### src/status_event_consts.svh
/*
 * Shared constants for the status and event reporting block: register
 * reset values, field positions of the warning group and queue codes.
 * Assumes it is included by bare name from each design file.
 */
`ifndef STATUS_EVENT_CONSTS_SVH
`define STATUS_EVENT_CONSTS_SVH

// ----------------------------------------------------------------------
// Register widths and reset values
// ----------------------------------------------------------------------
`define SE_WIDTH          16
`define SE_WRITE_MASK     16'h7FFF
`define SE_RISE_RESET     16'h7FFF
`define SE_FALL_RESET     16'h0000
`define SE_ENABLE_RESET   16'h0000
`define SE_ZERO           16'h0000

// ----------------------------------------------------------------------
// Warning group bit positions and the mask of defined bits
// ----------------------------------------------------------------------
`define WB_EXCESS_VOLTAGE 0
`define WB_MAIN_CURRENT   1
`define WB_LOCAL_KEY      3
`define WB_THERMAL        4
`define WB_SENSE_OPEN     5
`define WB_AUX_REG_LOST   8
`define WB_REMOTE_INHIBIT 9
`define WB_REG_LOST       10
`define WB_AUX_CURRENT    12
`define WB_MEAS_OVERLOAD  14
`define WARN_DEFINED      16'h573B

// ----------------------------------------------------------------------
// Error queue
// ----------------------------------------------------------------------
`define ERR_OVERFLOW_CODE 16'hFEA2
`define ERR_NONE_CODE     16'h0000
`define ERR_QUEUE_DEPTH   8

`endif

### src/status_event_pkg.sv
/*
 * Types for the status and event reporting block: the command codes of
 * the programming port.
 * Assumes nothing beyond a SystemVerilog compiler.
 */
`default_nettype none

package status_event_pkg;

    // ------------------------------------------------------------------
    // Programming commands
    // ------------------------------------------------------------------
    typedef enum logic [4:0] {
        CMD_NOP          = 5'h00,
        CMD_RD_OP_EVENT  = 5'h01,
        CMD_RD_OP_COND   = 5'h02,
        CMD_WR_OP_ENABLE = 5'h03,
        CMD_RD_OP_ENABLE = 5'h04,
        CMD_WR_OP_FALL   = 5'h05,
        CMD_RD_OP_FALL   = 5'h06,
        CMD_WR_OP_RISE   = 5'h07,
        CMD_RD_OP_RISE   = 5'h08,
        CMD_RD_WN_EVENT  = 5'h09,
        CMD_RD_WN_COND   = 5'h0A,
        CMD_WR_WN_ENABLE = 5'h0B,
        CMD_RD_WN_ENABLE = 5'h0C,
        CMD_WR_WN_FALL   = 5'h0D,
        CMD_RD_WN_FALL   = 5'h0E,
        CMD_WR_WN_RISE   = 5'h0F,
        CMD_RD_WN_RISE   = 5'h10,
        CMD_PRESET       = 5'h11,
        CMD_RD_ERROR     = 5'h12
    } cmd_t;

endpackage

`default_nettype wire

### src/error_fifo.sv
/*
 * Remote programming error queue: first in, first out, with the last
 * slot overwritten by the overflow code once the queue is full.
 * Assumes DEPTH is a power of two so the pointers wrap by themselves.
 */
`default_nettype none
`include "status_event_consts.svh"

module error_fifo #(
    parameter int WIDTH = `SE_WIDTH,
    parameter int DEPTH = `ERR_QUEUE_DEPTH
) (
    input  wire logic             clk,
    input  wire logic             rst,
    input  wire logic             push,
    input  wire logic [WIDTH-1:0] push_data,
    input  wire logic             pop,
    output logic      [WIDTH-1:0] head,
    output logic                  empty
);
    localparam int AW = $clog2(DEPTH);

    logic [WIDTH-1:0] mem [DEPTH];
    logic [AW-1:0]    wr_q;
    logic [AW-1:0]    rd_q;
    logic [AW:0]      count_q;
    logic             full;
    logic             push_ok;
    logic             pop_ok;
    logic [AW-1:0]    last_slot;

    // ------------------------------------------------------------------
    // Flags and strobes
    // ------------------------------------------------------------------
    assign full      = (count_q == (AW+1)'(DEPTH));
    assign empty     = (count_q == '0);
    assign push_ok   = push && !full;
    assign pop_ok    = pop && !empty;
    assign last_slot = wr_q - AW'(1);
    assign head      = mem[rd_q];

    // Storage has no reset; only pointers and fill count need a defined start
    always_ff @(posedge clk) begin
        if (push_ok) begin
            mem[wr_q] <= push_data;
        end else if (push && full) begin
            mem[last_slot] <= `ERR_OVERFLOW_CODE;
        end
    end

    // Pointers and fill count
    always_ff @(posedge clk or posedge rst) begin
        if (rst) begin
            wr_q    <= '0;
            rd_q    <= '0;
            count_q <= '0;
        end else begin
            if (push_ok) begin
                wr_q <= wr_q + AW'(1);
            end
            if (pop_ok) begin
                rd_q <= rd_q + AW'(1);
            end
            count_q <= count_q + (AW+1)'(push_ok) - (AW+1)'(pop_ok);
        end
    end

endmodule

`default_nettype wire

### src/status_event_reporting.sv
/*
 * Status and event reporting: activity and warning groups with
 * condition, transition filters, clear-on-read events and enable masks
 * driving two summary bits, plus the remote error queue.
 * Assumes status sources are asynchronous pins and that commands and
 * error reports come from logic on CLK.
 */
`default_nettype none
`include "status_event_consts.svh"

module status_event_reporting
    import status_event_pkg::*;
#(
    parameter int ERR_DEPTH = `ERR_QUEUE_DEPTH
) (
    input  wire logic        CLK,
    input  wire logic        RST,
    input  wire logic        CMD_VALID,
    input  wire logic [4:0]  CMD_OP,
    input  wire logic [15:0] CMD_DATA,
    input  wire logic [15:0] OP_COND_IN,
    input  wire logic        EXCESS_VOLTAGE_TRIP,
    input  wire logic        MAIN_EXCESS_CURRENT_TRIP,
    input  wire logic        LOCAL_KEY_PRESSED,
    input  wire logic        THERMAL_TRIP,
    input  wire logic        SENSE_LEAD_OPEN,
    input  wire logic        AUX_REGULATION_LOST,
    input  wire logic        REMOTE_INHIBIT_ACTIVE,
    input  wire logic        REGULATION_LOST,
    input  wire logic        AUX_EXCESS_CURRENT_TRIP,
    input  wire logic        MEAS_OVERLOAD,
    input  wire logic        ERR_VALID,
    input  wire logic [15:0] ERR_CODE,
    input  wire logic        ERR_FROM_PANEL,
    output logic             RESP_VALID,
    output logic      [15:0] RESP_DATA,
    output logic             RESP_NO_ERROR,
    output logic             PANEL_ERR_VALID,
    output logic      [15:0] PANEL_ERR_CODE,
    output logic             ACTIVITY_SUMMARY_BIT,
    output logic             WARNING_SUMMARY_BIT
);

    // ------------------------------------------------------------------
    // Transition filter: which condition bits changed in a passed way
    // ------------------------------------------------------------------
    function automatic logic [15:0] pass_edges(
        input logic [15:0] prev,
        input logic [15:0] cur,
        input logic [15:0] rise,
        input logic [15:0] fall
    );
        pass_edges = (prev & ~cur & fall)
                   | (~prev & cur & rise);
    endfunction

    logic [15:0] op_s1_q, op_s2_q, op_prev_q;
    logic [15:0] wn_s1_q, wn_s2_q, wn_prev_q;
    logic [15:0] wn_raw;
    logic [15:0] op_rise_q, op_fall_q, op_en_q, op_ev_q;
    logic [15:0] wn_rise_q, wn_fall_q, wn_en_q, wn_ev_q;
    logic [15:0] op_set, wn_set, op_ev_d, wn_ev_d, wdata;
    logic [15:0] resp_d, err_head;
    logic        err_empty, err_push, err_pop, panel_hit;
    logic        is_preset, rd_op_ev, rd_wn_ev, rd_err;
    logic        op_sum_d, wn_sum_d;
    cmd_t        cmd;

    // ------------------------------------------------------------------
    // Warning source map into bit weights
    // ------------------------------------------------------------------
    always_comb begin
        wn_raw                     = `SE_ZERO;
        wn_raw[`WB_EXCESS_VOLTAGE] = EXCESS_VOLTAGE_TRIP;
        wn_raw[`WB_MAIN_CURRENT]   = MAIN_EXCESS_CURRENT_TRIP;
        wn_raw[`WB_AUX_CURRENT]    = AUX_EXCESS_CURRENT_TRIP;
        wn_raw[`WB_LOCAL_KEY]      = LOCAL_KEY_PRESSED;
        wn_raw[`WB_THERMAL]        = THERMAL_TRIP;
        wn_raw[`WB_SENSE_OPEN]     = SENSE_LEAD_OPEN;
        wn_raw[`WB_AUX_REG_LOST]   = AUX_REGULATION_LOST;
        wn_raw[`WB_REMOTE_INHIBIT] = REMOTE_INHIBIT_ACTIVE;
        wn_raw[`WB_REG_LOST]       = REGULATION_LOST;
        wn_raw[`WB_MEAS_OVERLOAD]  = MEAS_OVERLOAD;
    end

    // Two-stage synchronisers; only stage two is read by logic
    always_ff @(posedge CLK or posedge RST) begin
        if (RST) begin
            op_s1_q   <= `SE_ZERO;
            op_s2_q   <= `SE_ZERO;
            wn_s1_q   <= `SE_ZERO;
            wn_s2_q   <= `SE_ZERO;
            op_prev_q <= `SE_ZERO;
            wn_prev_q <= `SE_ZERO;
        end else begin
            op_s1_q   <= OP_COND_IN;
            op_s2_q   <= op_s1_q;
            wn_s1_q   <= wn_raw;
            wn_s2_q   <= wn_s1_q & `WARN_DEFINED;
            op_prev_q <= op_s2_q;
            wn_prev_q <= wn_s2_q;
        end
    end

    // ------------------------------------------------------------------
    // Command decode
    // ------------------------------------------------------------------
    assign cmd       = cmd_t'(CMD_VALID ? CMD_OP : CMD_NOP);
    assign wdata     = CMD_DATA & `SE_WRITE_MASK;
    assign is_preset = (cmd == CMD_PRESET);
    assign rd_op_ev  = (cmd == CMD_RD_OP_EVENT);
    assign rd_wn_ev  = (cmd == CMD_RD_WN_EVENT);
    assign rd_err    = (cmd == CMD_RD_ERROR);

    // Event capture; a new edge beats a read clear in the same cycle
    assign op_set  = pass_edges(op_prev_q, op_s2_q, op_rise_q, op_fall_q);
    assign wn_set  = pass_edges(wn_prev_q, wn_s2_q, wn_rise_q, wn_fall_q)
                   & `WARN_DEFINED;
    assign op_ev_d = (rd_op_ev ? `SE_ZERO : op_ev_q) | op_set;
    assign wn_ev_d = (rd_wn_ev ? `SE_ZERO : wn_ev_q) | wn_set;
    assign op_sum_d = |(op_ev_q & op_en_q);
    assign wn_sum_d = |(wn_ev_q & wn_en_q & `WARN_DEFINED);

    // Event registers and summaries
    always_ff @(posedge CLK or posedge RST) begin
        if (RST) begin
            op_ev_q              <= `SE_ZERO;
            wn_ev_q              <= `SE_ZERO;
            ACTIVITY_SUMMARY_BIT <= 1'b0;
            WARNING_SUMMARY_BIT  <= 1'b0;
        end else begin
            op_ev_q              <= op_ev_d;
            wn_ev_q              <= wn_ev_d;
            ACTIVITY_SUMMARY_BIT <= op_sum_d;
            WARNING_SUMMARY_BIT  <= wn_sum_d;
        end
    end

    // ------------------------------------------------------------------
    // Filter and enable masks
    // ------------------------------------------------------------------
    always_ff @(posedge CLK or posedge RST) begin
        if (RST) begin
            op_rise_q <= `SE_RISE_RESET;
            op_fall_q <= `SE_FALL_RESET;
            op_en_q   <= `SE_ENABLE_RESET;
            wn_rise_q <= `SE_RISE_RESET;
            wn_fall_q <= `SE_FALL_RESET;
            wn_en_q   <= `SE_ENABLE_RESET;
        end else if (is_preset) begin
            op_rise_q <= `SE_RISE_RESET;
            op_fall_q <= `SE_FALL_RESET;
            op_en_q   <= `SE_ENABLE_RESET;
            wn_rise_q <= `SE_RISE_RESET;
            wn_fall_q <= `SE_FALL_RESET;
            wn_en_q   <= `SE_ENABLE_RESET;
        end else begin
            if (cmd == CMD_WR_OP_RISE)   op_rise_q <= wdata;
            if (cmd == CMD_WR_OP_FALL)   op_fall_q <= wdata;
            if (cmd == CMD_WR_OP_ENABLE) op_en_q   <= wdata;
            if (cmd == CMD_WR_WN_RISE)   wn_rise_q <= wdata;
            if (cmd == CMD_WR_WN_FALL)   wn_fall_q <= wdata;
            if (cmd == CMD_WR_WN_ENABLE) wn_en_q   <= wdata;
        end
    end

    // ------------------------------------------------------------------
    // Error queue; panel errors bypass it to the local display
    // ------------------------------------------------------------------
    assign err_push  = ERR_VALID && !ERR_FROM_PANEL;
    assign panel_hit = ERR_VALID && ERR_FROM_PANEL;
    assign err_pop  = rd_err;

    error_fifo #(
        .WIDTH (`SE_WIDTH),
        .DEPTH (ERR_DEPTH)
    ) u_err (
        .clk       (CLK),
        .rst       (RST),
        .push      (err_push),
        .push_data (ERR_CODE),
        .pop       (err_pop),
        .head      (err_head),
        .empty     (err_empty)
    );

    // Read answer mux; condition reads touch no state
    always_comb begin
        unique case (cmd)
            CMD_RD_OP_EVENT:  resp_d = op_ev_q;
            CMD_RD_OP_COND:   resp_d = op_s2_q;
            CMD_RD_OP_ENABLE: resp_d = op_en_q;
            CMD_RD_OP_FALL:   resp_d = op_fall_q;
            CMD_RD_OP_RISE:   resp_d = op_rise_q;
            CMD_RD_WN_EVENT:  resp_d = wn_ev_q;
            CMD_RD_WN_COND:   resp_d = wn_s2_q;
            CMD_RD_WN_ENABLE: resp_d = wn_en_q;
            CMD_RD_WN_FALL:   resp_d = wn_fall_q;
            CMD_RD_WN_RISE:   resp_d = wn_rise_q;
            CMD_RD_ERROR:     resp_d = err_empty ? `ERR_NONE_CODE
                                                 : err_head;
            default:          resp_d = `SE_ZERO;
        endcase
    end

    // Answer and panel display registers
    always_ff @(posedge CLK or posedge RST) begin
        if (RST) begin
            RESP_VALID      <= 1'b0;
            RESP_DATA       <= `SE_ZERO;
            RESP_NO_ERROR   <= 1'b0;
            PANEL_ERR_VALID <= 1'b0;
            PANEL_ERR_CODE  <= `SE_ZERO;
        end else begin
            RESP_VALID      <= CMD_VALID;
            RESP_DATA       <= resp_d;
            RESP_NO_ERROR   <= rd_err && err_empty;
            PANEL_ERR_VALID <= panel_hit;
            PANEL_ERR_CODE  <= panel_hit ? ERR_CODE
                                         : PANEL_ERR_CODE;
        end
    end

    logic [15:0] op_fall_hit, op_rise_hit, op_open;
    assign op_fall_hit = op_prev_q & ~op_s2_q & op_fall_q;
    assign op_rise_hit = ~op_prev_q & op_s2_q & op_rise_q;
    assign op_open     = op_rise_q | op_fall_q;
endmodule

`default_nettype wire

### config.mk
export PLATFORM = sky130hd
export DESIGN_NAME = status_event_reporting
export DESIGN_NICKNAME = d
export VERILOG_FILES = /design/src/status_event_pkg.sv /design/src/error_fifo.sv /design/src/status_event_reporting.sv
export VERILOG_INCLUDE_DIRS = /design/src
export SDC_FILE = /design/constraint.sdc
export NUM_CORES = 1
export LEC_CHECK = 0
export ABC_AREA = 1
export BUFFER_PORTS_ARGS = -buffer_cell sky130_fd_sc_hd__buf_4
export CELL_PAD_IN_SITES_DETAIL_PLACEMENT = 1
export CELL_PAD_IN_SITES_GLOBAL_PLACEMENT = 1
export CORE_AREA = 3 3 194 196
export CTS_BUF_LIST = sky130_fd_sc_hd__clkbuf_16
export CTS_CLUSTER_DIAMETER = 200
export DETAILED_ROUTE_END_ITERATION = 12
export DIE_AREA = 0 0 197 199
export HOLD_SLACK_MARGIN = 0.06
export MAX_ROUTING_LAYER = met4
export PLACE_DENSITY = 0.82
export SLEW_MARGIN = 30
export SYNTH_ARGS = -nofsm -noshare
export SYNTH_HDL_FRONTEND = slang
export SYNTH_HIERARCHICAL = 1
export SYNTH_SLANG_ARGS = --single-unit
### constraint.sdc
create_clock -name CLK -period 7.6 [get_ports CLK]
set_input_delay 1.14 -clock CLK [delete_from_list [all_inputs] [get_ports CLK]]
set_output_delay 1.14 -clock CLK [all_outputs]
set_load 0.02 [all_outputs]
-- Yosys cells after proc, flatten, opt, wreduce, memory -nomap -nowiden
Memories as Yosys holds them, arrays and structs flattened.
Index checks and enable logic that the tools add are counted.
Widths: inputs -> output; s select.
- add/subtract/negate cells: 5
- reductions and logical operators: 19
- equality and inequality tests: 19
- mux-type cells: 25
- bitwise gates (word level): 18
- operator list (operator ; count):
    $mux 16 ; 16
    $pmux 16 s11 ; 1
    $and 16x16->16 ; 5
    $and 15x15->15 ; 5
    $eq 5x4->1 const B ; 8
    $not 16->16 ; 2
    $or 16x16->16 ; 2
    $reduce_or 16->1 ; 2
    $not 15->15 ; 2
    $eq 5x3->1 const B ; 4
    $or 16x15->16 ; 1
    $eq 5x5->1 const B ; 3
    $or 15x15->15 ; 1
    $reduce_bool 2->1 ; 6
    $eq 5x2->1 const B ; 2
    $reduce_or 10->1 ; 1
    $add 3x1->3 const B ; 2
    $logic_and 1x1->1 ; 6
    $mux 1 ; 6
    $eq 5x1->1 const B ; 1
    $mux 5 ; 1
    $add 4x1->4 ; 1
    $eq 4x4->1 const B ; 1
    $logic_not 4->1 ; 1
    4 further kinds ; 6
- memory bits (writable): 128
- register bits: 253
- logic and storage cells: 111
- memories: 1
- memory list (memory ; depth ; width ; rd ports ; clocked after Yosys merged registers in ; wr ports ; RTL line ; source):
    u_err.mem ; 8 ; 16 ; 1 ; 0 ; 1 ; error_fifo.sv:23 ; logic [WIDTH-1:0] mem [DEPTH];

-- Depth between registers and ports, before layout
Gate-level depths: netlist (run 1).
- depth in word-level cells: 8
- depth in mapped cells: 14
- mapped depth without buffers: 12

-- By module
Netlist (run 1), hierarchy kept.
- modules (own cells, without submodules) (module ; cells each ; area an instance (um^2) ; instances):
    status_event_reporting ; 1081 ; 9565.4 ; 1
    error_fifo ; 531 ; 5903.2 ; 1

-- Worst setup path after synthesis (run 1)
No wires, ideal clock.
- path type: input to register
- from: input port CMD_OP[4]
- to: register u_err.count_q[2]
- setup slack: 4.405 ns
- arrival: 3.073 ns
- path buffers: 1
- cell stages on the path: 11
- data required time: 7.477 ns
- cells stage by stage: buf_2 -> nand2_1 -> nor4_1 -> inv_1 -> a21oi_1 -> ha_1 -> inv_1 -> ha_1 -> inv_1 -> fa_1 -> xnor2_1
- cells in the longest elaborated chain, start to end: 4
- RTL lines (what ; RTL line ; source):
    start, declared ; status_event_reporting.sv:19 ; input wire logic [4:0] CMD_OP,
    $mux 5 ; status_event_reporting.sv:108 ; assign cmd = cmd_t'(CMD_VALID ? CMD_OP : CMD_NOP);
    $eq 5x5->1 ; status_event_reporting.sv:113 ; assign rd_err = (cmd == CMD_RD_ERROR);
    named net err_pop ; status_event_reporting.sv:64 ; logic err_empty, err_push, err_pop, panel_hit;
    $logic_and 1x1->1 ; error_fifo.sv:38 ; assign pop_ok = pop && !empty;
    named net u_err.pop_ok ; error_fifo.sv:29 ; logic pop_ok;
    $sub 4x1->4 ; error_fifo.sv:64 ; count_q <= count_q + (AW+1)'(push_ok) - (AW+1)'(pop_ok);
    end signal, assigned ; error_fifo.sv:64 ;
    end, declared ; error_fifo.sv:26 ; logic [AW:0] count_q;
The timed path passes the listed nets, and every way through them passes these cells.
A chain may end at the register's enable or synchronous reset.

-- Worst setup path after layout (run 1)
- from: input port CMD_VALID
- to: register op_en_q[7]
- cells in the longest elaborated chain, start to end: 3
- RTL lines (what ; RTL line ; source):
    start, declared ; status_event_reporting.sv:18 ; input wire logic CMD_VALID,
    $mux 5 (*) ; status_event_reporting.sv:108 ;
    $eq 5x5->1 or $eq 5x2->1 (tied branches) ; status_event_reporting.sv:110, status_event_reporting.sv:160 ;
    $mux 16 or $reduce_bool 2->1 (tied branches) ; -- ;
    end signal, assigned ; status_event_reporting.sv:146 ; op_en_q <= `SE_ENABLE_RESET;
    end signal, assigned ; status_event_reporting.sv:153 ; op_en_q <= `SE_ENABLE_RESET;
    end signal, assigned ; status_event_reporting.sv:160 ; if (cmd == CMD_WR_OP_ENABLE) op_en_q <= wdata;
    end, declared ; status_event_reporting.sv:60 ; logic [15:0] op_rise_q, op_fall_q, op_en_q, op_ev_q;
Every way passes the cells marked *; elsewhere a longest branch is shown, timed or not.

==> results of run 1 <==
metal layers:
metal  GRT usage [%]  wire length (um)  vias to the layer above
li1                -                 -                     5500
met1           28.99             18890                     6164
met2           42.45             23700                      366
met3           3.438              2106                      107
met4           10.90              1753                        0
met5               -                 0                        -
state kept, by name, summed over array words and instances (netlist names), 15 cells and up:
register        flops
op_rise_q          15
op_fall_q          15
wn_fall_q          15
op_prev_q          15
RESP_DATA          16
wn_rise_q          15
u_err/mem         128
op_s1_q            16
op_en_q            15
op_s2_q            16
wn_en_q            15
op_ev_q            15
PANEL_ERR_CODE     16
cells in the mapped netlist, types with 2 or more instances:
master	instances
buf_6	6
inv_1	116
nand2_1	388
buf_4	7
nand3b_1	6
dfstp_2	30
nand3_1	178
clkinv_1	3
or2_2	10
buf_2	21
inv_2	5
o21ai_1	52
ha_1	9
a21oi_1	9
o311ai_0	12
edfxtp_1	128
nor2_1	213
xor2_1	4
clkbuf_1	35
nand4_1	4
nor2_2	2
o221ai_1	11
dfrtp_1	209
buf_1	4
clkbuf_2	3
o21ai_0	130
a22o_1	6
logic make-up (layout without fill, tap and decap cells):
kind of cell	after synthesis	in the layout
flops	367	367
simple gates	806	806
compound gates	224	224
xor+xnor	5	5
fa+ha+maj	10	10
buf+inv	200	321
power groups by stage:
| stage | clock network (uW) | logic [uW] | registers, uW |
|---|---|---|---|
| 2_1_floorplan | 0 | 919 | 2600 |
| 3_3_place_gp | 0 | 1290 | 2600 |
| 3_5_place_dp | 0 | 1390 | 2620 |
| 4_1_cts | 1940 | 1410 | 2590 |
| 5_1_grt | 2030 | 1570 | 2630 |
| 6_report | 1900 | 1400 | 2600 |
critical path, cell delays in order:
cell     delay [ns]
buf_4          0.13
nand2_1        0.09
nand2_1        0.19
nor2_2         0.04
buf_4          0.25
nand2_1        0.16
buf_4          0.48
inv_2          0.09
nor2_1         0.79
buf_4          0.36
o21ai_0        0.13
metrics by stage:
stage / std cells / worst slack (ns) / utilization [%] / total power (uW) / instance area [um2]
final: 2201 / 4.178 / 49.50 / 5898 / 17950
after detailed placement: 2125 / 3.716 / 45.94 / 4017 / 16660
after CTS: 2201 / 4.270 / 49.48 / 5945 / 17940
after global placement: 2125 / 3.620 / 45.82 / 3890 / 16610
after global routing: 2201 / 4.051 / 49.50 / 6232 / 17950
after floorplan: 1612 / 0.2334 / - / 3514 / 15470
final timing paths:
kind | endpoint | cells past startpoint
min reg2reg | op_s2_q[11] | 0
min in group asynchronous | u_err/rd_q[2] | 2
max in group asynchronous | wn_s2_q[0] | 3
min | op_s2_q[11] | 0
max | op_en_q[7] | 11
max reg2reg | u_err/mem[4][14] | 6
layout make-up:
class,instances,area share (%)
clock inverters,35,1.450
clock buffers,41,5.716
inverters,124,2.670
well taps,468,3.262
flip-flops and latches,367,54.95
multi-input cells,1045,26.89
repair buffers,121,5.061
==> metrics.txt, run 1 <==
cell-internal power=between 3000 and 4000 uW; number of global-route vias before repair=between 10000 and 15000; Synth cell types=38; R2R setup slack=about 4.7 ns; mux share of post-synthesis cell area=0%; most frequent cells in the layout=nand2_1 (386), dfrtp_1 (208), nor2_1 (202), nand3_1 (178), o21ai_0 (130); largest net degree at the start of global routing=around 130; Least-Margin Pin Slew=around 1.0 ns; initial DRC count=roughly 770; CTS tree=yes; number of gates resized after CTS=0; multi-input logic area=4826 um2; Total Wirelength=46.45 mm; fin. max-slew vios=0; most common cell after layout, fill and taps aside=nand2_1; clock root cell=clkbuf_16; vias per cell=5.514; GRT Total Usage=between 20% and 30%; Yosys top cell area share=between 30 and 40%; slew margin rel.=about a third; simple-gate area share of the yosys netlist=approximately 22%; Reg-to-Reg Start=u_err/count_q[2]; drc violations=0; Initial Util=between 40% and 50%; largest family of logic cells by synthesized area=simple AND/OR/NAND/NOR gates; CP endpoint kind=flop; share of layout cells above drive strength 1=between 10% and 20%; post-layout min period=between 3 and 4 ns; Die Area=just under 40000 um2; Hold Crit Class=reg2reg; Worst Path Required=around 8 ns; wire length per cell=about 21 um; Post-CTS Setup Inserts=0; routability congestion estimate=0.8484; Yosys Warn Count=6; I/O Pins=around 110; Flop pwr share=between 40% and 50%; first element of the critical path=CMD_VALID; sw frac=about a third; Worst Setup Start Kind=primary input; beginning of the worst hold path=op_s1_q[11]; global route total overflow=0; Crit Path Class=in2reg; total negative slack=0 ns; FF+latch count, synth=between 300 and 400; worst-path fanout max=47; clock sinks=367; Port Buffers=103; Register Area=9863 um2; crit path DAT=3.86 ns; dominant synthesized flop cell=dfrtp_1; adder-cell share of the synthesized area=less than 1%; syn nets=1690; fin nets=around 1800; Vias=roughly 12000; cts bufs inserted=41; dpl hpwl=just under 30 mm; unrepaired setup endpoints after global routing=no; leak pwr=roughly 0.0082 uW; die height=slightly below 200 um; H-tree levels=2; Cells after Synth=1612; fraction of power consumed by the clock network=approximately a third; clock slew at reported path FFs=~0.060 ns; Post-DRT Antenna Nets=0; Post-synth EDFFs=~130; Die W=around 200 um; Ant. Diodes=0; Final Hold Fails=0; Max IR drop VDD=0.0001655 V; Compound-Gate Fraction of Synth Area=under 10%; final period utilization=a little under half; combinational share of power=23.7%; Core Footprint=~36000 um2; Pre-antenna DRT Iters=5; Post-Synth XOR/XNOR Area=less than 1%; P&R area growth vs syn=16.03%; Async SR Flop Fraction=65.12%; CTS Hold Buffers Added=0; # fillers=slightly above 4000; worst skew pair latency=0.58 ns; setup violators final=0; cell taking the most area after synthesis=dfrtp_1; initial antenna violation count=0; CTS Buffer Depth=3; num rows=70; Psw=between 1500 and 2000 uW; sequential area share after synthesis=63.75%; Mean Syn Cell Area=roughly 9.6 um2; Mapped Area=approximately 15000 um2; fmax=slightly below 0.3 GHz; WHS=roughly 0.35 ns; status=complete, no violations; global-route wire length before repair=between 70 and 80 mm; pwr dens=between 300 and 400 nW/um2; Synth area leaders=dfrtp_1 (34%), edfxtp_1 (25%), nand2_1 (9.4%), nand3_1 (5.8%), nor2_1 (5.2%); max-cap viol count=0; skew final=~0.018 ns
(Power assumes the default switching activity.)
==> run 2: changes to the inputs <==
--- a/config.mk
+++ b/config.mk
@@ -6,18 +6,18 @@
 export SDC_FILE = /design/constraint.sdc
 export NUM_CORES = 1
 export LEC_CHECK = 0
-export ABC_AREA = 1
+export ABC_AREA = 0
 export BUFFER_PORTS_ARGS = -buffer_cell sky130_fd_sc_hd__buf_4
 export CELL_PAD_IN_SITES_DETAIL_PLACEMENT = 1
 export CELL_PAD_IN_SITES_GLOBAL_PLACEMENT = 1
-export CORE_AREA = 3 3 194 196
+export CORE_AREA = 3 3 179 181
 export CTS_BUF_LIST = sky130_fd_sc_hd__clkbuf_16
 export CTS_CLUSTER_DIAMETER = 200
 export DETAILED_ROUTE_END_ITERATION = 12
-export DIE_AREA = 0 0 197 199
+export DIE_AREA = 0 0 182 184
 export HOLD_SLACK_MARGIN = 0.06
 export MAX_ROUTING_LAYER = met4
-export PLACE_DENSITY = 0.82
+export PLACE_DENSITY = 0.84
 export SLEW_MARGIN = 30
 export SYNTH_ARGS = -nofsm -noshare
 export SYNTH_HDL_FRONTEND = slang
==> constraint.sdc (replaced) <==
create_clock -name CLK -period 3.3 [get_ports CLK]
set_input_delay 0.495 -clock CLK [delete_from_list [all_inputs] [get_ports CLK]]
set_output_delay 0.495 -clock CLK [all_outputs]
set_load 0.02 [all_outputs]
==> metrics.txt, run 2 <==
routability congestion estimate=roughly 0.91; skew final=approximately 0.014 ns; H-tree levels=2; Post-DRT Antenna Nets=0; Final Hold Fails=0; Least-Margin Pin Slew=between 0.9 and 1 ns; Mean Syn Cell Area=between 10 and 15 um2; unrepaired setup endpoints after global routing=no; Most flops, register=u_err/mem; final period utilization=between 80% and 90%; Pre-antenna DRT Iters=5; syn nets=approximately 1200; fin util=between 50% and 60%; fin. max-slew vios=0; Synth cell types=58; P&R area growth vs syn=18.36%; number of global-route vias before repair=between 10000 and 15000; share of layout cells above drive strength 1=approximately a quarter; global-route wire length before repair=around 68 mm; cell taking the most area after synthesis=dfrtp_1; status=complete, no violations; clock root cell=clkbuf_16; Total Wirelength=between 40 and 50 mm; Design Area, Final=17950 um2; Yosys top cell area share=about a third; Worst Path Required=~3.7 ns; fin nets=approximately 1300; pwr dens=a little over 700 nW/um2; initial antenna violation count=0; end of the worst hold path=op_s1_q[13]; CP endpoint kind=flop; num rows=64; Core Footprint=30590 um2; vias per cell=~6.1; crit path DAT=3.16 ns; CTS tree=yes; most frequent cell after synthesis=nand2_1; clock slew at reported path FFs=about 0.06 ns; slew margin rel.=33.87%; cts bufs inserted=39; # fillers=about 3000; GRT Total Usage=27.28%; Synth area leaders=dfrtp_1 (34%), edfxtp_1 (25%), nand2_1 (6.3%), dfstp_2 (5.2%), mux4_1 (4.3%); placed cell count=roughly 1600; Layout Cells excl Fill=between 1500 and 2000; Initial Util=slightly below 50%; final total power=about 13000 uW; largest net degree at the start of global routing=45; Post-CTS Setup Inserts=0; worst skew pair latency=between 0.5 and 0.6 ns; post-layout min period=~2.7 ns; Mapped Area=about 15000 um2; Cells after Synth=1138; FF+latch count, synth=about 370; most common cell after layout, fill and taps aside=nand2_1; Hold Crit Class=in2reg; sequential area share after synthesis=about two thirds; I/O Pins=105; setup violators final=0; fmax=0.3680 GHz; Yosys Warn Count=6; max reg flops=~130; global route total overflow=0; Async SR Flop Fraction=between 60% and 70%; WHS=~0.074 ns; Crit Path Class=reg2reg; Ant. Diodes=0; R2R setup slack=around 0.58 ns; beginning of the worst hold path=OP_COND_IN[13]; drc violations=0; Post-DP Area=16440 um2; Worst R2R Path Depth=10; leak pwr=roughly 0.0074 uW; Vias=around 10000; Hold Path Cell Cnt=1; CTS Buffer Depth=3; max-cap viol count=0; dominant synthesized flop cell=dfrtp_1; clock sinks=approximately 370; Worst Setup Start Kind=flop; Port Buffers=103; Reg-to-Reg Start=u_err/count_q[2]; die height=between 150 and 200 um; most frequent cells in the layout=nand2_1 (253), dfrtp_1 (209), buf_4 (134), edfxtp_1 (128), a21oi_1 (61); Die Area=33490 um2; Post-synth EDFFs=about 130; wire length per cell=25.77 um; dpl hpwl=around 29 mm; Max IR drop VDD=0.0004288 V; Die W=roughly 180 um; Synth top cells by count=nand2_1 (253), dfrtp_1 (209), edfxtp_1 (128), a21oi_1 (61), mux2_2 (54); worst-path fanout max=7; initial DRC count=940; RR Endpoint=u_err/count_q[3]
## run 2: cells by family after synthesis
logic type,Yosys count,share of synthesized area [%]
XOR/XNOR,6,0.3466
AO/OA/AOI/OAI,161,7.237
flip-flops,367,65.04
AND/OR/NAND/NOR,413,12.99
buffers and inverters,78,2.839
adder cells (fa/ha/maj),10,0.8748
multiplexers,103,10.67
## run 2: how the worst max path moves through the flow
stage	startpoint	end	slack, ns	depth (start not counted)
floorplan	RST	ACTIVITY_SUMMARY_BIT	-0.16	1
global placement	CMD_OP[2]	u_err/count_q[2]	0.60	12
detailed placement	CMD_OP[2]	u_err/count_q[2]	0.47	12
CTS	u_err/count_q[2]	u_err/count_q[3]	0.56	10
global route	u_err/count_q[2]	u_err/count_q[3]	0.43	10
finish	u_err/count_q[2]	u_err/count_q[3]	0.58	10
## run 2: final cells by class
type	instances	area [um2]	share of cell area, %
Clock buffer	40	1001	5.578
Multi-Input combinational cell	693	4873	27.16
Tap cell	396	495.5	2.761
Timing Repair Buffer	153	1266	7.056
Sequential cell	367	9862	54.95
Inverter	16	63.81	0.3556
Clock inverter	32	384.1	2.140
## run 2: layer usage
metal  part of all wire (%)  global-route usage, %  up-vias  wire length [um]
met4                    3.5                  9.902        0              1545
li1                       -                      -     4400                 -
met1                     39                  33.10     5317             16950
met3                    6.7                  5.006      114              2918
met2                     51                  46.11      436             22320
met5                      0                      -        -                 0
## run 2: worst max-delay path, cell delays in order (launching register included)
cell and delay [ns]:
dfrtp_1 0.37, inv_1 0.12, ha_1 0.20, or3b_1 0.54, nand2_1 0.26, ha_1 0.26
inv_1 0.06, ha_1 0.28, a21o_1 0.18, a21oi_1 0.18, xor2_1 0.19
## run 2: report_power, final
| part | internal [uW] | switching, uW |
|---|---|---|
| sequential | 5390 | 454 |
| clock | 2850 | 1840 |
| combinational | 984 | 1110 |
## run 2: per-stage QoR
| stage | worst slack, ns | TNS, ns |
|---|---|---|
| finish | 0.5829 | 0 |
| global placement | 0.6046 | 0 |
| global route | 0.4291 | 0 |
| detailed placement | 0.4693 | 0 |
| floorplan | -0.1645 | -32.73 |
| CTS | 0.5614 | 0 |
## run 2: repair_timing
item | CTS | global route
hold buffers | 12 | 0
endpoints found under the hold margin | 21 | 0
resized for setup | 0 | 0
==> run 3: changes to the inputs <==
--- a/config.mk
+++ b/config.mk
@@ -10,14 +10,14 @@
 export BUFFER_PORTS_ARGS = -buffer_cell sky130_fd_sc_hd__buf_4
 export CELL_PAD_IN_SITES_DETAIL_PLACEMENT = 1
 export CELL_PAD_IN_SITES_GLOBAL_PLACEMENT = 1
-export CORE_AREA = 3 3 179 181
+export CORE_AREA = 3 3 188 190
 export CTS_BUF_LIST = sky130_fd_sc_hd__clkbuf_16
 export CTS_CLUSTER_DIAMETER = 200
 export DETAILED_ROUTE_END_ITERATION = 12
-export DIE_AREA = 0 0 182 184
+export DIE_AREA = 0 0 191 193
 export HOLD_SLACK_MARGIN = 0.06
 export MAX_ROUTING_LAYER = met4
-export PLACE_DENSITY = 0.84
+export PLACE_DENSITY = 0.81
 export SLEW_MARGIN = 30
 export SYNTH_ARGS = -nofsm -noshare
 export SYNTH_HDL_FRONTEND = slang
==> constraint.sdc (replaced) <==
create_clock -name CLK -period 2.2 [get_ports CLK]
set_input_delay 0.33 -clock CLK [delete_from_list [all_inputs] [get_ports CLK]]
set_output_delay 0.33 -clock CLK [all_outputs]
set_load 0.02 [all_outputs]
==> metrics.txt, run 3 (synthesized netlist as in run 2, its figures left out) <==
status=finished with violations; failing checks=setup timing; max reg flops=128; dpl hpwl=between 20 and 30 mm; most frequent cells in the layout=nand2_1 (251), dfrtp_1 (209), buf_4 (176), edfxtp_1 (128), a21oi_1 (60); slew margin rel.=between 50% and 60%; pwr dens=approximately 990 nW/um2; multi-input logic area=approximately 4900 um2; clock root cell=clkbuf_16; WHS=about 0.076 ns; vias per cell=between 5 and 6; setup violators final=1; Worst Path Required=2.65 ns; fin. max-slew vios=0; initial DRC count=roughly 800; GRT Total Usage=approximately a quarter; crit path buf inv count=5; crit path DAT=2.67 ns; Worst path max stage delay=about 0.53 ns; CP endpoint kind=flop; clock sinks=between 300 and 400; # fillers=about 3300; H-tree levels=2; die height=approximately 190 um; Post-DP Area=17000 um2; Register Area=9862 um2; fin nets=roughly 1400; most common cell after layout, fill and taps aside=nand2_1; Most Frequent Cell on Critical Path=inv_2; Post-DRT Antenna Nets=0; global-route wire length before repair=69.50 mm; placed cell count=between 1500 and 2000; Slowest-stage cell, CP=fa_2; Vias=roughly 11000; Worst Setup Start Kind=flop; Most flops, register=u_err/mem; Die Area=around 37000 um2; routability congestion estimate=0.9226; fmax=0.4506 GHz; Hold Crit Class=in2reg; Max IR drop VDD=around 0.00066 V; Final WS setup=-0.01921 ns; max-cap viol count=0; P&R area growth vs syn=24.51%; final period utilization=100.9%; post-layout min period=around 2.2 ns; largest net degree at the start of global routing=a little over 100; leak pwr=around 0.0078 uW; Cell Chain, Critical Path=inv_1 > ha_2 > or3b_4 > nand2_2 > inv_2 > ha_4 > inv_2 > ha_4 > inv_2 > fa_2 > inv_2; Design Area, Final=between 15000 and 20000 um2; clock slew at reported path FFs=approximately 0.060 ns; Core Footprint=roughly 34000 um2; Initial Util=between 40 and 50%; cts bufs inserted=40; final total power=around 19000 uW; wire length per cell=between 20 and 25 um; Die W=roughly 190 um; Least-Margin Pin Slew=about 0.74 ns; CTS tree=yes; Pre-antenna DRT Iters=5; Placement Setup Slack=-0.3878 ns; Crit Path Class=reg2reg; CTS Buffer Depth=3; number of global-route vias before repair=around 12000; Port Buffers=approximately 100; I/O Pins=105; unrepaired setup endpoints after global routing=yes; initial antenna violation count=2; num rows=67; Layout Cells excl Fill=approximately 1800; worst skew pair latency=between 0.5 and 0.6 ns; CP delay by family, top=adder cells; drc violations=0; Final Hold Fails=0; Total Wirelength=between 40 and 50 mm; global route total overflow=0; worst-path fanout max=2; share of layout cells above drive strength 1=roughly 27%; skew final=~0.021 ns
-- run 3: cell types whose count changed in the layout (fill, tap and decap cells not counted), moves of 3 or more --
cell           delta
buf_12            +9
buf_4            +42
bufinv_16         -5
clkinv_1          +4
clkinvlp_4        -3
dlygate4sd3_1    +44
ha_1              -4
inv_1             +4
inv_2             +5
nor2_1            -8
nor2_2            +8
-- run 3: stage by stage --
step	utilization [%]	TNS, ns
after global placement	50.51	-2.646
after CTS	56.04	-0.03066
after global routing	56.16	-0.09253
final	56.16	-0.01921
after detailed placement	50.56	-1.012
after floorplan	-	-228.68
-- run 3: cell type report --
cell class	count	share of cell area, %
flip-flops and latches	367	52.24
repair buffers	249	11.72
inverters	16	0.3380
diodes	2	0.02651
multi-input cells	693	26.19
clock buffers	40	5.302
clock inverters	33	1.206
well taps	448	2.969
-- run 3: layer usage --
| metal | vias up | share of wire [%] | track usage [%] |
|---|---|---|---|
| met3 | 132 | 6.8 | 5.840 |
| met4 | 0 | 4.0 | 10.30 |
| li1 | 4591 | - | - |
| met2 | 401 | 51 | 44.14 |
| met1 | 5527 | 38 | 29.50 |
| met5 | - | 0 | - |
-- run 3: worst reg2reg max path: stages, from the launching register on --
cell and delay (ns):
dfrtp_1 0.40, inv_1 0.07, ha_2 0.14, or3b_4 0.38
nand2_2 0.09, inv_2 0.05, ha_4 0.20, inv_2 0.06
ha_4 0.13, inv_2 0.04, fa_2 0.53, inv_2 0.03
-- run 3: report_power, final --
| part | internal (uW) | switching (uW) | leakage [uW] | total (uW) |
|---|---|---|---|---|
| clock | 3650 | 2720 | 0.000649 | 6370 |
| combinational | 1750 | 1910 | 0.00316 | 3660 |
| sequential | 8090 | 602 | 0.00399 | 8690 |
-- run 3: worst paths after layout --
| path | startpoint | endpoint | slack [ns] | cells after the start |
|---|---|---|---|---|
| setup / recovery | u_err/count_q[3] | u_err/count_q[1] | -0.02 | 11 |
| hold / removal | CMD_DATA[11] | op_rise_q[11] | 0.08 | 3 |
| setup reg to reg | u_err/count_q[3] | u_err/count_q[1] | -0.02 | 11 |
| hold reg to reg | wn_s1_q[12] | wn_s2_q[12] | 0.35 | 0 |
| max in group asynchronous | RST | op_s2_q[7] | 1.09 | 4 |
| min in group asynchronous | RST | wn_s1_q[3] | 0.28 | 3 |
-- run 3: timing repair --
| action | in CTS | in global routing |
|---|---|---|
| pin swaps | 5 | 7 |
| hold buffers | 56 | 0 |
| gates cloned | 0 | 0 |
| buffers inserted | 2 | 3 |
| gates resized for setup | 11 | 0 |
| hold endpoints to repair | 106 | 0 |
| setup endpoints to repair | 3 | 11 |
